[src/uart_baud_pkg.sv]
// Constants, register map and carrier types of the baud and frame control block
// Summary of operation
// - High divisor write is held in a buffer until the low half is written.
// - Baud generator stays idle after reset until receiver or transmitter enable written one.
// - High register bits 4:0 are divisor 12:8; low register holds divisor 7:0.
// - A zero divisor stops the baud generator; no ticks come out.
// - Divisor 1 to 8191 gives bit rate of bus clock over sixteen times divisor.
// - High register bit 7 turns the line break flag into an interrupt request.
// - High register bit 6 turns the receive edge flag into an interrupt request.
// - Loop select routes transmitter output to receiver with receiver source zero, the transmit pin with source one; receive pin is unused.
// - Wait-stop one freezes the port in wait mode; zero keeps it running.
// - Receiver source is ignored without loop select; zero means internal loopback.
// - Loop select with receiver source one is single-wire mode on the transmit pin.
// - Character length bit selects eight or nine data bits, LSB first, both directions.
// - Wakeup method bit picks idle-line wakeup at zero, address-mark at one.
// - Idle needs 10 or 11 high bit times, counted after start or stop bit.
// - Parity enable makes the top data bit a generated and checked parity bit.
// - Parity type zero is even, one is odd, counting all ones of the character.
// - Loop select releases the receive pin to general use even with receiver enabled.
// - Transmitter enable makes the port drive the transmit pin, in single-wire mode only with the direction bit set; enables switch halves on.
package uart_baud_pkg;

    localparam int DIV_W = 13;
    localparam int OVERSAMPLE = 16;
    localparam logic [3:0] OVERSAMPLE_LAST = 4'hf;
    localparam logic [3:0] IDLE_BITS_EIGHT = 4'ha;
    localparam logic [3:0] IDLE_BITS_NINE = 4'hb;

    // Register byte offsets
    localparam logic [7:0] OFF_BAUD_HIGH = 8'h00;
    localparam logic [7:0] OFF_BAUD_LOW = 8'h04;
    localparam logic [7:0] OFF_CONTROL_ONE = 8'h08;
    localparam logic [7:0] OFF_CONTROL_TWO = 8'h0c;
    localparam logic [7:0] OFF_STATUS = 8'h10;

    // Reset values
    localparam logic [4:0] RST_DIV_HIGH = 5'h00;
    localparam logic [7:0] RST_DIV_LOW = 8'h04;
    localparam logic [7:0] RST_CONTROL_ONE = 8'h00;

    // Field positions
    localparam int BIT_LBK_IE = 7;
    localparam int BIT_RXE_IE = 6;
    localparam int BIT_LOOP = 7;
    localparam int BIT_WAIT_STOP = 6;
    localparam int BIT_RX_SOURCE = 5;
    localparam int BIT_NINE = 4;
    localparam int BIT_WAKE = 3;
    localparam int BIT_IDLE_TYPE = 2;
    localparam int BIT_PAR_EN = 1;
    localparam int BIT_PAR_TYPE = 0;
    localparam int BIT_TX_DIR = 5;
    localparam int BIT_TE = 3;
    localparam int BIT_RE = 2;
    localparam int BIT_ST_LBK = 7;
    localparam int BIT_ST_RXE = 6;
    localparam int BIT_ST_ARMED = 0;

    localparam logic [1:0] HTRANS_NONSEQ = 2'h2;

    typedef struct packed {
        logic sel;
        logic [1:0] trans;
        logic write;
        logic [2:0] size;
        logic [7:0] addr;
    } ahb_addr_t;

    typedef struct packed {
        logic tx_out;
        logic tx_oe;
        logic rx_released;
    } pin_ctrl_t;

    typedef struct packed {
        logic nine_bit;
        logic wake_address;
        logic idle_after_stop;
        logic parity_enable;
        logic parity_odd;
    } frame_cfg_t;

    typedef struct packed {
        logic hreadyout;
        logic [31:0] hrdata;
        logic dp_write;
        logic [7:0] dp_addr;
        logic lbk_ie;
        logic rxe_ie;
        logic [4:0] div_hold;
        logic [12:0] divisor;
        logic [7:0] ctrl1;
        logic re;
        logic te;
        logic tx_dir;
        logic armed;
        logic [12:0] baud_cnt;
        logic baud_tick;
        logic [3:0] os_cnt;
        logic rxp_s1;
        logic rxp_s2;
        logic txp_s1;
        logic txp_s2;
        logic rx_serial;
        pin_ctrl_t pins;
        logic clk_run;
        logic lbk_irq;
        logic rxe_irq;
        logic idle_run;
        logic [3:0] idle_cnt;
        logic idle_seen;
        logic [8:0] tx_char;
        logic parity_error;
    } state_t;

endpackage

[src/uart_baud_frame_ctrl.sv]
// Baud generator, frame format control and pin routing of the serial port
`timescale 1ns/1ps
module uart_baud_frame_ctrl
    import uart_baud_pkg::*;
(
    // Clock and reset
    input wire logic hclk,
    input wire logic hresetn,
    // AHB-Lite slave
    input wire logic hsel,
    input wire logic [7:0] haddr,
    input wire logic [1:0] htrans,
    input wire logic hwrite,
    input wire logic [2:0] hsize,
    input wire logic [31:0] hwdata,
    input wire logic hready,
    output logic hreadyout,
    output logic hresp,
    output logic [31:0] hrdata,
    // System mode
    input wire logic cpu_wait,
    // Flags from the receiver
    input wire logic line_break_flag,
    input wire logic rx_edge_flag,
    input wire logic rx_start_bit,
    input wire logic rx_stop_bit,
    input wire logic rx_char_valid,
    input wire logic [8:0] rx_char,
    // Transmitter data path
    input wire logic tx_serial,
    input wire logic [8:0] tx_char_in,
    // Pins
    input wire logic rx_pin,
    input wire logic tx_pin_in,
    output logic tx_pin_out,
    output logic tx_pin_oe,
    output logic rx_pin_released,
    // To the data paths
    output logic baud_tick,
    output logic rx_serial,
    output logic receiver_enable,
    output logic transmitter_enable,
    output logic port_clock_run,
    output frame_cfg_t frame_cfg,
    output logic [8:0] tx_char_out,
    output logic parity_error,
    output logic idle_detect,
    output logic line_break_irq,
    output logic rx_edge_irq
);

    state_t st;
    state_t next_st;
    ahb_addr_t ap;
    logic [7:0] wbyte;
    logic loop_select;
    logic single_wire;
    logic bit_tick;
    logic [3:0] idle_need;

    // Xor of the data bits below the parity position
    function automatic logic data_xor(input logic [8:0] ch, input logic nine);
        logic r;
        r = ^ch[7:0];
        if (!nine)
        begin
            r = ^ch[6:0];
        end
        return r;
    endfunction

    function automatic logic [7:0] read_reg(input state_t s, input logic [7:0] a,
                                           input logic lbk, input logic rxe);
        logic [7:0] r;
        r = 8'h00;
        case (a)
            OFF_BAUD_HIGH:
            begin
                r[BIT_LBK_IE] = s.lbk_ie;
                r[BIT_RXE_IE] = s.rxe_ie;
                r[4:0] = s.div_hold;
            end
            OFF_BAUD_LOW: r = s.divisor[7:0];
            OFF_CONTROL_ONE: r = s.ctrl1;
            OFF_CONTROL_TWO:
            begin
                r[BIT_TX_DIR] = s.tx_dir;
                r[BIT_TE] = s.te;
                r[BIT_RE] = s.re;
            end
            OFF_STATUS:
            begin
                r[BIT_ST_LBK] = lbk;
                r[BIT_ST_RXE] = rxe;
                r[BIT_ST_ARMED] = s.armed;
            end
            default: r = 8'h00;
        endcase
        return r;
    endfunction

    assign ap = '{sel: hsel, trans: htrans, write: hwrite, size: hsize, addr: haddr};
    assign wbyte = hwdata[7:0];
    assign loop_select = st.ctrl1[BIT_LOOP];
    assign single_wire = loop_select & st.ctrl1[BIT_RX_SOURCE];
    assign bit_tick = st.baud_tick & (st.os_cnt == OVERSAMPLE_LAST);
    assign idle_need = st.ctrl1[BIT_NINE] ? IDLE_BITS_NINE : IDLE_BITS_EIGHT;

    always_comb
    begin
        next_st = st;
        next_st.hreadyout = 1'b1;

        // Pin synchronisers
        next_st.rxp_s1 = rx_pin;
        next_st.rxp_s2 = st.rxp_s1;
        next_st.txp_s1 = tx_pin_in;
        next_st.txp_s2 = st.txp_s1;

        // Data phase of a write: the bus never waits, so hready is high here
        next_st.dp_write = 1'b0;
        if (st.dp_write)
        begin
            case (st.dp_addr)
                OFF_BAUD_HIGH:
                begin
                    next_st.lbk_ie = wbyte[BIT_LBK_IE];
                    next_st.rxe_ie = wbyte[BIT_RXE_IE];
                    next_st.div_hold = wbyte[4:0];
                end
                OFF_BAUD_LOW:
                begin
                    next_st.divisor = {st.div_hold, wbyte};
                end
                OFF_CONTROL_ONE: next_st.ctrl1 = wbyte;
                OFF_CONTROL_TWO:
                begin
                    next_st.tx_dir = wbyte[BIT_TX_DIR];
                    next_st.te = wbyte[BIT_TE];
                    next_st.re = wbyte[BIT_RE];
                    if (wbyte[BIT_TE] || wbyte[BIT_RE])
                    begin
                        next_st.armed = 1'b1;
                    end
                end
                default:
                begin
                end
            endcase
        end

        // Address phase; read data is taken from the updated copy so a read
        // right behind a write to the same register sees the new value
        if (ap.sel && hready && ap.trans == HTRANS_NONSEQ)
        begin
            next_st.dp_write = ap.write;
            next_st.dp_addr = ap.addr;
            if (!ap.write)
            begin
                next_st.hrdata = {24'h000000,
                                  read_reg(next_st, ap.addr, line_break_flag, rx_edge_flag)};
            end
        end

        // Wait mode gating of the port's own clocking
        next_st.clk_run = !(cpu_wait && st.ctrl1[BIT_WAIT_STOP]);

        // Baud generator
        next_st.baud_tick = 1'b0;
        if (!st.armed || st.divisor == '0)
        begin
            next_st.baud_cnt = '0;
            next_st.os_cnt = '0;
        end
        else if (st.clk_run)
        begin
            if (st.baud_cnt <= 13'h0001)
            begin
                next_st.baud_cnt = st.divisor;
                next_st.baud_tick = 1'b1;
            end
            else
            begin
                next_st.baud_cnt = st.baud_cnt - 13'h0001;
            end
        end
        if (st.baud_tick)
        begin
            next_st.os_cnt = st.os_cnt + 4'h1;
        end

        // Receiver input routing
        if (!loop_select)
        begin
            next_st.rx_serial = st.rxp_s2;
        end
        else if (single_wire)
        begin
            next_st.rx_serial = st.txp_s2;
        end
        else
        begin
            next_st.rx_serial = tx_serial;
        end

        // Transmit pin: in single-wire mode the direction bit turns the line around
        next_st.pins.tx_out = st.te ? tx_serial : 1'b1;
        next_st.pins.tx_oe = st.te && (!single_wire || st.tx_dir);
        next_st.pins.rx_released = !st.re || loop_select;

        // Interrupt requests
        next_st.lbk_irq = st.lbk_ie && line_break_flag;
        next_st.rxe_irq = st.rxe_ie && rx_edge_flag;

        // Idle-line detector
        next_st.idle_seen = 1'b0;
        if (!st.re)
        begin
            next_st.idle_run = 1'b0;
            next_st.idle_cnt = '0;
        end
        else if (st.clk_run)
        begin
            if ((rx_start_bit && !st.ctrl1[BIT_IDLE_TYPE]) ||
                (rx_stop_bit && st.ctrl1[BIT_IDLE_TYPE]))
            begin
                next_st.idle_run = 1'b1;
                next_st.idle_cnt = '0;
            end
            else if (st.idle_run && !st.rx_serial)
            begin
                next_st.idle_cnt = '0;
            end
            else if (st.idle_run && bit_tick)
            begin
                next_st.idle_cnt = st.idle_cnt + 4'h1;
                if (st.idle_cnt + 4'h1 == idle_need)
                begin
                    next_st.idle_seen = 1'b1;
                    next_st.idle_run = 1'b0;
                end
            end
        end

        // Parity generation on the outgoing character
        next_st.tx_char = tx_char_in;
        if (st.ctrl1[BIT_PAR_EN])
        begin
            if (st.ctrl1[BIT_NINE])
            begin
                next_st.tx_char[8] = data_xor(tx_char_in, 1'b1) ^
                                     st.ctrl1[BIT_PAR_TYPE];
            end
            else
            begin
                next_st.tx_char[7] = data_xor(tx_char_in, 1'b0) ^
                                     st.ctrl1[BIT_PAR_TYPE];
                next_st.tx_char[8] = 1'b0;
            end
        end
        else if (!st.ctrl1[BIT_NINE])
        begin
            next_st.tx_char[8] = 1'b0;
        end

        // Parity check on the incoming character
        next_st.parity_error = 1'b0;
        if (rx_char_valid && st.ctrl1[BIT_PAR_EN])
        begin
            if (st.ctrl1[BIT_NINE])
            begin
                next_st.parity_error = (data_xor(rx_char, 1'b1) ^ rx_char[8]) !=
                                       st.ctrl1[BIT_PAR_TYPE];
            end
            else
            begin
                next_st.parity_error = (data_xor(rx_char, 1'b0) ^ rx_char[7]) !=
                                       st.ctrl1[BIT_PAR_TYPE];
            end
        end
    end

    always_ff @(posedge hclk or negedge hresetn)
    begin
        if (!hresetn)
        begin
            st <= '0;
            st.hreadyout <= 1'b1;
            st.div_hold <= RST_DIV_HIGH;
            st.divisor <= {RST_DIV_HIGH, RST_DIV_LOW};
            st.ctrl1 <= RST_CONTROL_ONE;
            st.rxp_s1 <= 1'b1;
            st.rxp_s2 <= 1'b1;
            st.txp_s1 <= 1'b1;
            st.txp_s2 <= 1'b1;
            st.rx_serial <= 1'b1;
            st.pins.tx_out <= 1'b1;
            st.pins.rx_released <= 1'b1;
            st.clk_run <= 1'b1;
        end
        else
        begin
            st <= next_st;
        end
    end

    assign hreadyout = st.hreadyout;
    assign hresp = 1'b0;
    assign hrdata = st.hrdata;
    assign tx_pin_out = st.pins.tx_out;
    assign tx_pin_oe = st.pins.tx_oe;
    assign rx_pin_released = st.pins.rx_released;
    assign baud_tick = st.baud_tick;
    assign rx_serial = st.rx_serial;
    assign receiver_enable = st.re;
    assign transmitter_enable = st.te;
    assign port_clock_run = st.clk_run;
    assign frame_cfg = '{nine_bit: st.ctrl1[BIT_NINE],
                         wake_address: st.ctrl1[BIT_WAKE],
                         idle_after_stop: st.ctrl1[BIT_IDLE_TYPE],
                         parity_enable: st.ctrl1[BIT_PAR_EN],
                         parity_odd: st.ctrl1[BIT_PAR_TYPE]};
    assign tx_char_out = st.tx_char;
    assign parity_error = st.parity_error;
    assign idle_detect = st.idle_seen;
    assign line_break_irq = st.lbk_irq;
    assign rx_edge_irq = st.rxe_irq;

endmodule

[config.mk]
export PLATFORM = sky130hd
export DESIGN_NAME = uart_baud_frame_ctrl
export DESIGN_NICKNAME = d
export VERILOG_FILES = /design/src/uart_baud_pkg.sv /design/src/uart_baud_frame_ctrl.sv
export SDC_FILE = /design/constraint.sdc
export NUM_CORES = 1
export LEC_CHECK = 0
export BUFFER_PORTS_ARGS = -buffer_cell sky130_fd_sc_hd__buf_4
export CORE_MARGIN = 2
export CORE_UTILIZATION = 40
export CTS_CLUSTER_SIZE = 10
export DETAILED_ROUTE_END_ITERATION = 10
export PLACE_DENSITY = 0.68
export SKIP_CTS_REPAIR_TIMING = 1
export SLEW_MARGIN = 30
export SYNTH_ARGS = -nofsm -noshare
export SYNTH_HDL_FRONTEND = slang
export SYNTH_SLANG_ARGS = --single-unit
[constraint.sdc]
create_clock -name hclk -period 2.56 [get_ports hclk]
set_clock_uncertainty 0.2 [all_clocks]
set_input_delay 0.512 -clock hclk [delete_from_list [all_inputs] [get_ports hclk]]
set_output_delay 0.512 -clock hclk [all_outputs]
set_load 0.03 [all_outputs]
==> out/results.env <==
VIOLATIONS='negative setup slack'
DIE_H_UM=114
SETUP_VIOL=3
REMAINING_DRC_ERRORS=0
DIE_X_UM=114
LAYOUT.FILLER_CELLS=1052
CTS_BUFFER_DEPTH=2
SYNTH_TO_LAYOUT_AREA_GROWTH_PCT=24.0
CELLPOWERDENSITY_nW_PER_UM2=955
SYN_AREA_PER_CELL_SQ_UM=10.6
MAX_CAP_VIOLS=0
POWER.SHARE.SEQUENTIAL_PCT=31.8
NUMBER_OF_FLOPS_MAPPED_TO_ENABLE_CELLS_BY_YOSYS=0
CRIT_PATH_CLASS='register to register'
HOLD_PATH.CLASS='primary input to register'
WIRE_PER_INST_UM=15.2
BUFFER_PORTS.INSERTED=83
CRIT_PATH_MAX_FANOUT=4
INTERNAL_POWER_mW=3.64
NUM_IO_PINS=137
WORSTREG2REGSTART='st[84]'
ROWS=40
CTS_ROOT_BUF='clkbuf_16'
GRT_START_MAX_NET_PINS=33
LEAK_PWR_nW=2.78
POSTSYNTHREGISTERBITS=94
DRT-PASS1-ITER-COUNT=5
DIE-AREA_SQ_UM=12900
CTS.REPORTEDPATHS.CLKPINSLEW_NS=0.06
SYNTH_TOP_CELL_BY_AREA='dfrtp_1'
DIODES=0
POWER.NET_SWITCHING_mW=2.06
WORST_SKEW_PAIR.LATE_LATENCY_NS=0.34
VIAS_PER_CELL=5.05
GRT_OVERFLOW_TOTAL=0
SYN-INSTANCE-COUNT=456
CP_DATA_REQUIRED_TIME_NS=2.57
CTS_TREE='built'
GRT_USE_TOTAL_PCT=17.2
IR_WORST_VDD_mV=0.827
HP-START='rx_pin'
REPORT.POWER.TOTAL_mW=5.70
WIRE_LENGTH_OF_THE_FIRST_GLOBAL_ROUTING_PASS_UM=17500
MAX_SLEW.WORST_PIN.SLEW_NS=0.574
POSTLAYOUTSETUPSLACKWORST_NS=-0.0651
PERIOD_NEEDED_NS=2.63
YOSYS_WARNINGS=0
REG2REG_SLACK_NS=-0.07
TIMING.REG2REG.WORST_PATH_DEPTH=7
WORST_SLEW_MARGIN_REL_PCT=61.8
SYNTH.LIB_CELLS_USED.DISTINCT=54
P_CLK_SHARE_PCT=25.1
MAXCLOCKFREQUENCY_GHz=0.381
FINISH.CELL_COUNT_WITHOUT_FILLERS=694
GRT_ANTENNA_BEFORE_REPAIR=0
CTS_NUM_SINKS=94
MIN_PATH_CELLS=1
VIAS=3508
TRITONCTS.NUM_BUFFERS=9
FINALCRITPERIODSHARE_PCT=103
NUMBER_OF_NETS_WITH_ANTENNA_VIOLATIONS_AFTER_ROUTING=0
NETLIST_AREA_SQ_UM=4810
DETAIL_ROUTE.WIRELENGTH_UM=10600
SHARE_COMB_OF_TOTAL_POWER_PCT=43.1
PLACED_CELLS_INCL_TAPS=674
YOSYS-TOP-CELLS-AREA='dfrtp_1 44%, mux2_2 8.9%, buf_4 7.5%'
ENDPOINT_KIND='register'
OUTCOME='finished with violations'
FINALHOLDVIOLATIONS=0
GP_ROUTABILITY_CONGESTION=0.868
FIRST_GLOBAL_VIAS=3561
FIN_NETS=623
RSZ_0062_RAISED_AFTER_GLOBAL_ROUTING='yes'
HPWLAFTERDP_UM=7980
ASYNC_RESET_FF_SHARE_PCT=100
MAXSLEWVIOLCOUNT=0
DOMINANTREGCELLSYNTH='dfrtp_1'
POWER.SWITCHING_FRACTION_PCT=36.2
SYNTH-SEQ-AREA-SHARE_PCT=49.1
CTSHTREEMAXLEVEL=3
TIMING.CRITICAL_PATH.FROM_TYPE='register'
CORE_AREA_SQ_UM=11900
SYNTH_LARGEST_TYPE_AREA_FRACTION_PCT=44.2
POST_ROUTE_CELLS_DRIVE_ABOVE_1_SHARE_PCT=34.6
INITIAL_CORE_UTIL_PCT=40.6
DRT_ITER0_DRC=116
REG2REG_TO='hrdata[7]'
CP_DATA_ARRIVAL_TIME_NS=2.64
MIN_TO='next_st[25]'
area by class of cell:
| cell class | count | area [sq um] | share of cell area, % |
|---|---|---|---|
| Clock buffer | 13 | 250 | 4.19 |
| Tap cell | 147 | 184 | 3.08 |
| Clock inverter | 3 | 68.8 | 1.15 |
| Sequential cell | 94 | 2360 | 39.6 |
| Timing Repair Buffer | 110 | 856 | 14.3 |
| Inverter | 9 | 33.8 | 0.566 |
| Multi-Input combinational cell | 318 | 2210 | 37.1 |
cells in the final DEF (no fill, tap or decap), types with 12 or more instances in the layout:
master,synthesis,final
a21oi_1,18,18
mux2_4,2,12
conb_1,2,26
o21ai_0,24,23
xnor2_1,16,16
mux2_2,38,28
nor2_1,28,28
nand2_1,44,42
buf_4,48,104
dfrtp_1,85,85
nand3_1,16,16
registers in the layout, summed over array words and instances (netlist names), 2 cells and up:
register / count
frame_cfg: 5
hrdata: 8
next_st: 2
st: 57
tx_char_out: 9
routing by layer:
metal  part of all wire (%)  GRT usage (%)
met4                    1.6           6.10
met5                      0              0
met2                     50           28.5
met1                     44           22.4
met3                    4.4           3.45
critical path, stage by stage (launching register included):
cell and delay, ns:
dfrtp_1 0.38, or4_4 0.60, nor4_4 0.30, buf_6 0.17, mux2_4 0.30, and2_1 0.16
a2111oi_4 0.31, o21ai_1 0.09
power groups by stage:
stage	sequential [mW]	clock [mW]	combinational, mW
6_report	1.81	1.43	2.45
5_1_grt	1.84	1.52	2.71
4_1_cts	1.81	1.47	2.46
3_5_place_dp	1.84	0	2.44
3_3_place_gp	1.83	0	2.39
2_1_floorplan	1.82	0	1.61
per-stage QoR:
step           worst slack [ns]  instance area [sq um]  setup TNS (ns)  utilization, %  hold slack [ns]
4_1_cts                  -0.144                   5860          -0.845            49.4          -0.0835
5_1_grt                  -0.159                   5970          -0.558            50.3           0.0664
2_1_floorplan           -0.0438                   4950          -0.190               -           0.0164
3_3_place_gp            -0.0970                   5540          -0.555            46.7            0.147
6_report                -0.0651                   5970          -0.159            50.3           0.0798
3_5_place_dp             -0.144                   5540          -0.752            46.7            0.147
Yosys cell counts, types with 4 or more instances:
library cell and instances:
and2_1 7, nor2b_1 8, ha_1 4, nor2_1 28, dfrtp_1 85, nand2_1 44
buf_4 48, and3_1 4, nor3_1 7, clkbuf_1 10, mux2_2 38, a31oi_1 5
dfstp_2 9, nand2b_1 9, nand3_1 16, o21ai_0 24, inv_1 9, a21oi_1 18
xor2_1 4, mux2i_1 7, xnor2_1 16
worst max path at each step:
stage                     cells after the start   start   endpoint
after detailed placement                      8  st[77]  hrdata[2]
after global routing                          7  st[84]  hrdata[6]
after global placement                        8  st[77]  hrdata[1]
after floorplan                               6  st[77]  hrdata[2]
final                                         7  st[84]  hrdata[7]
after CTS                                     9  st[77]  hrdata[7]
cells by family (layout without fill, tap and decap cells):
kind of cell / count (synthesis) / after routing / synth area share, %
buffers and inverters: 68 / 135 / 9.20
xor gates and xnor gates: 20 / 20 / 3.64
and+or+nand+nor: 146 / 146 / 16.3
adders and majority gates: 4 / 4 / 1.04
AOI/OAI and AO/OA: 75 / 75 / 9.62
other: 2 / 26 / 0.156
muxes: 47 / 47 / 11.0
DFF: 94 / 94 / 49.1
Power figures use the tool's default switching activity.
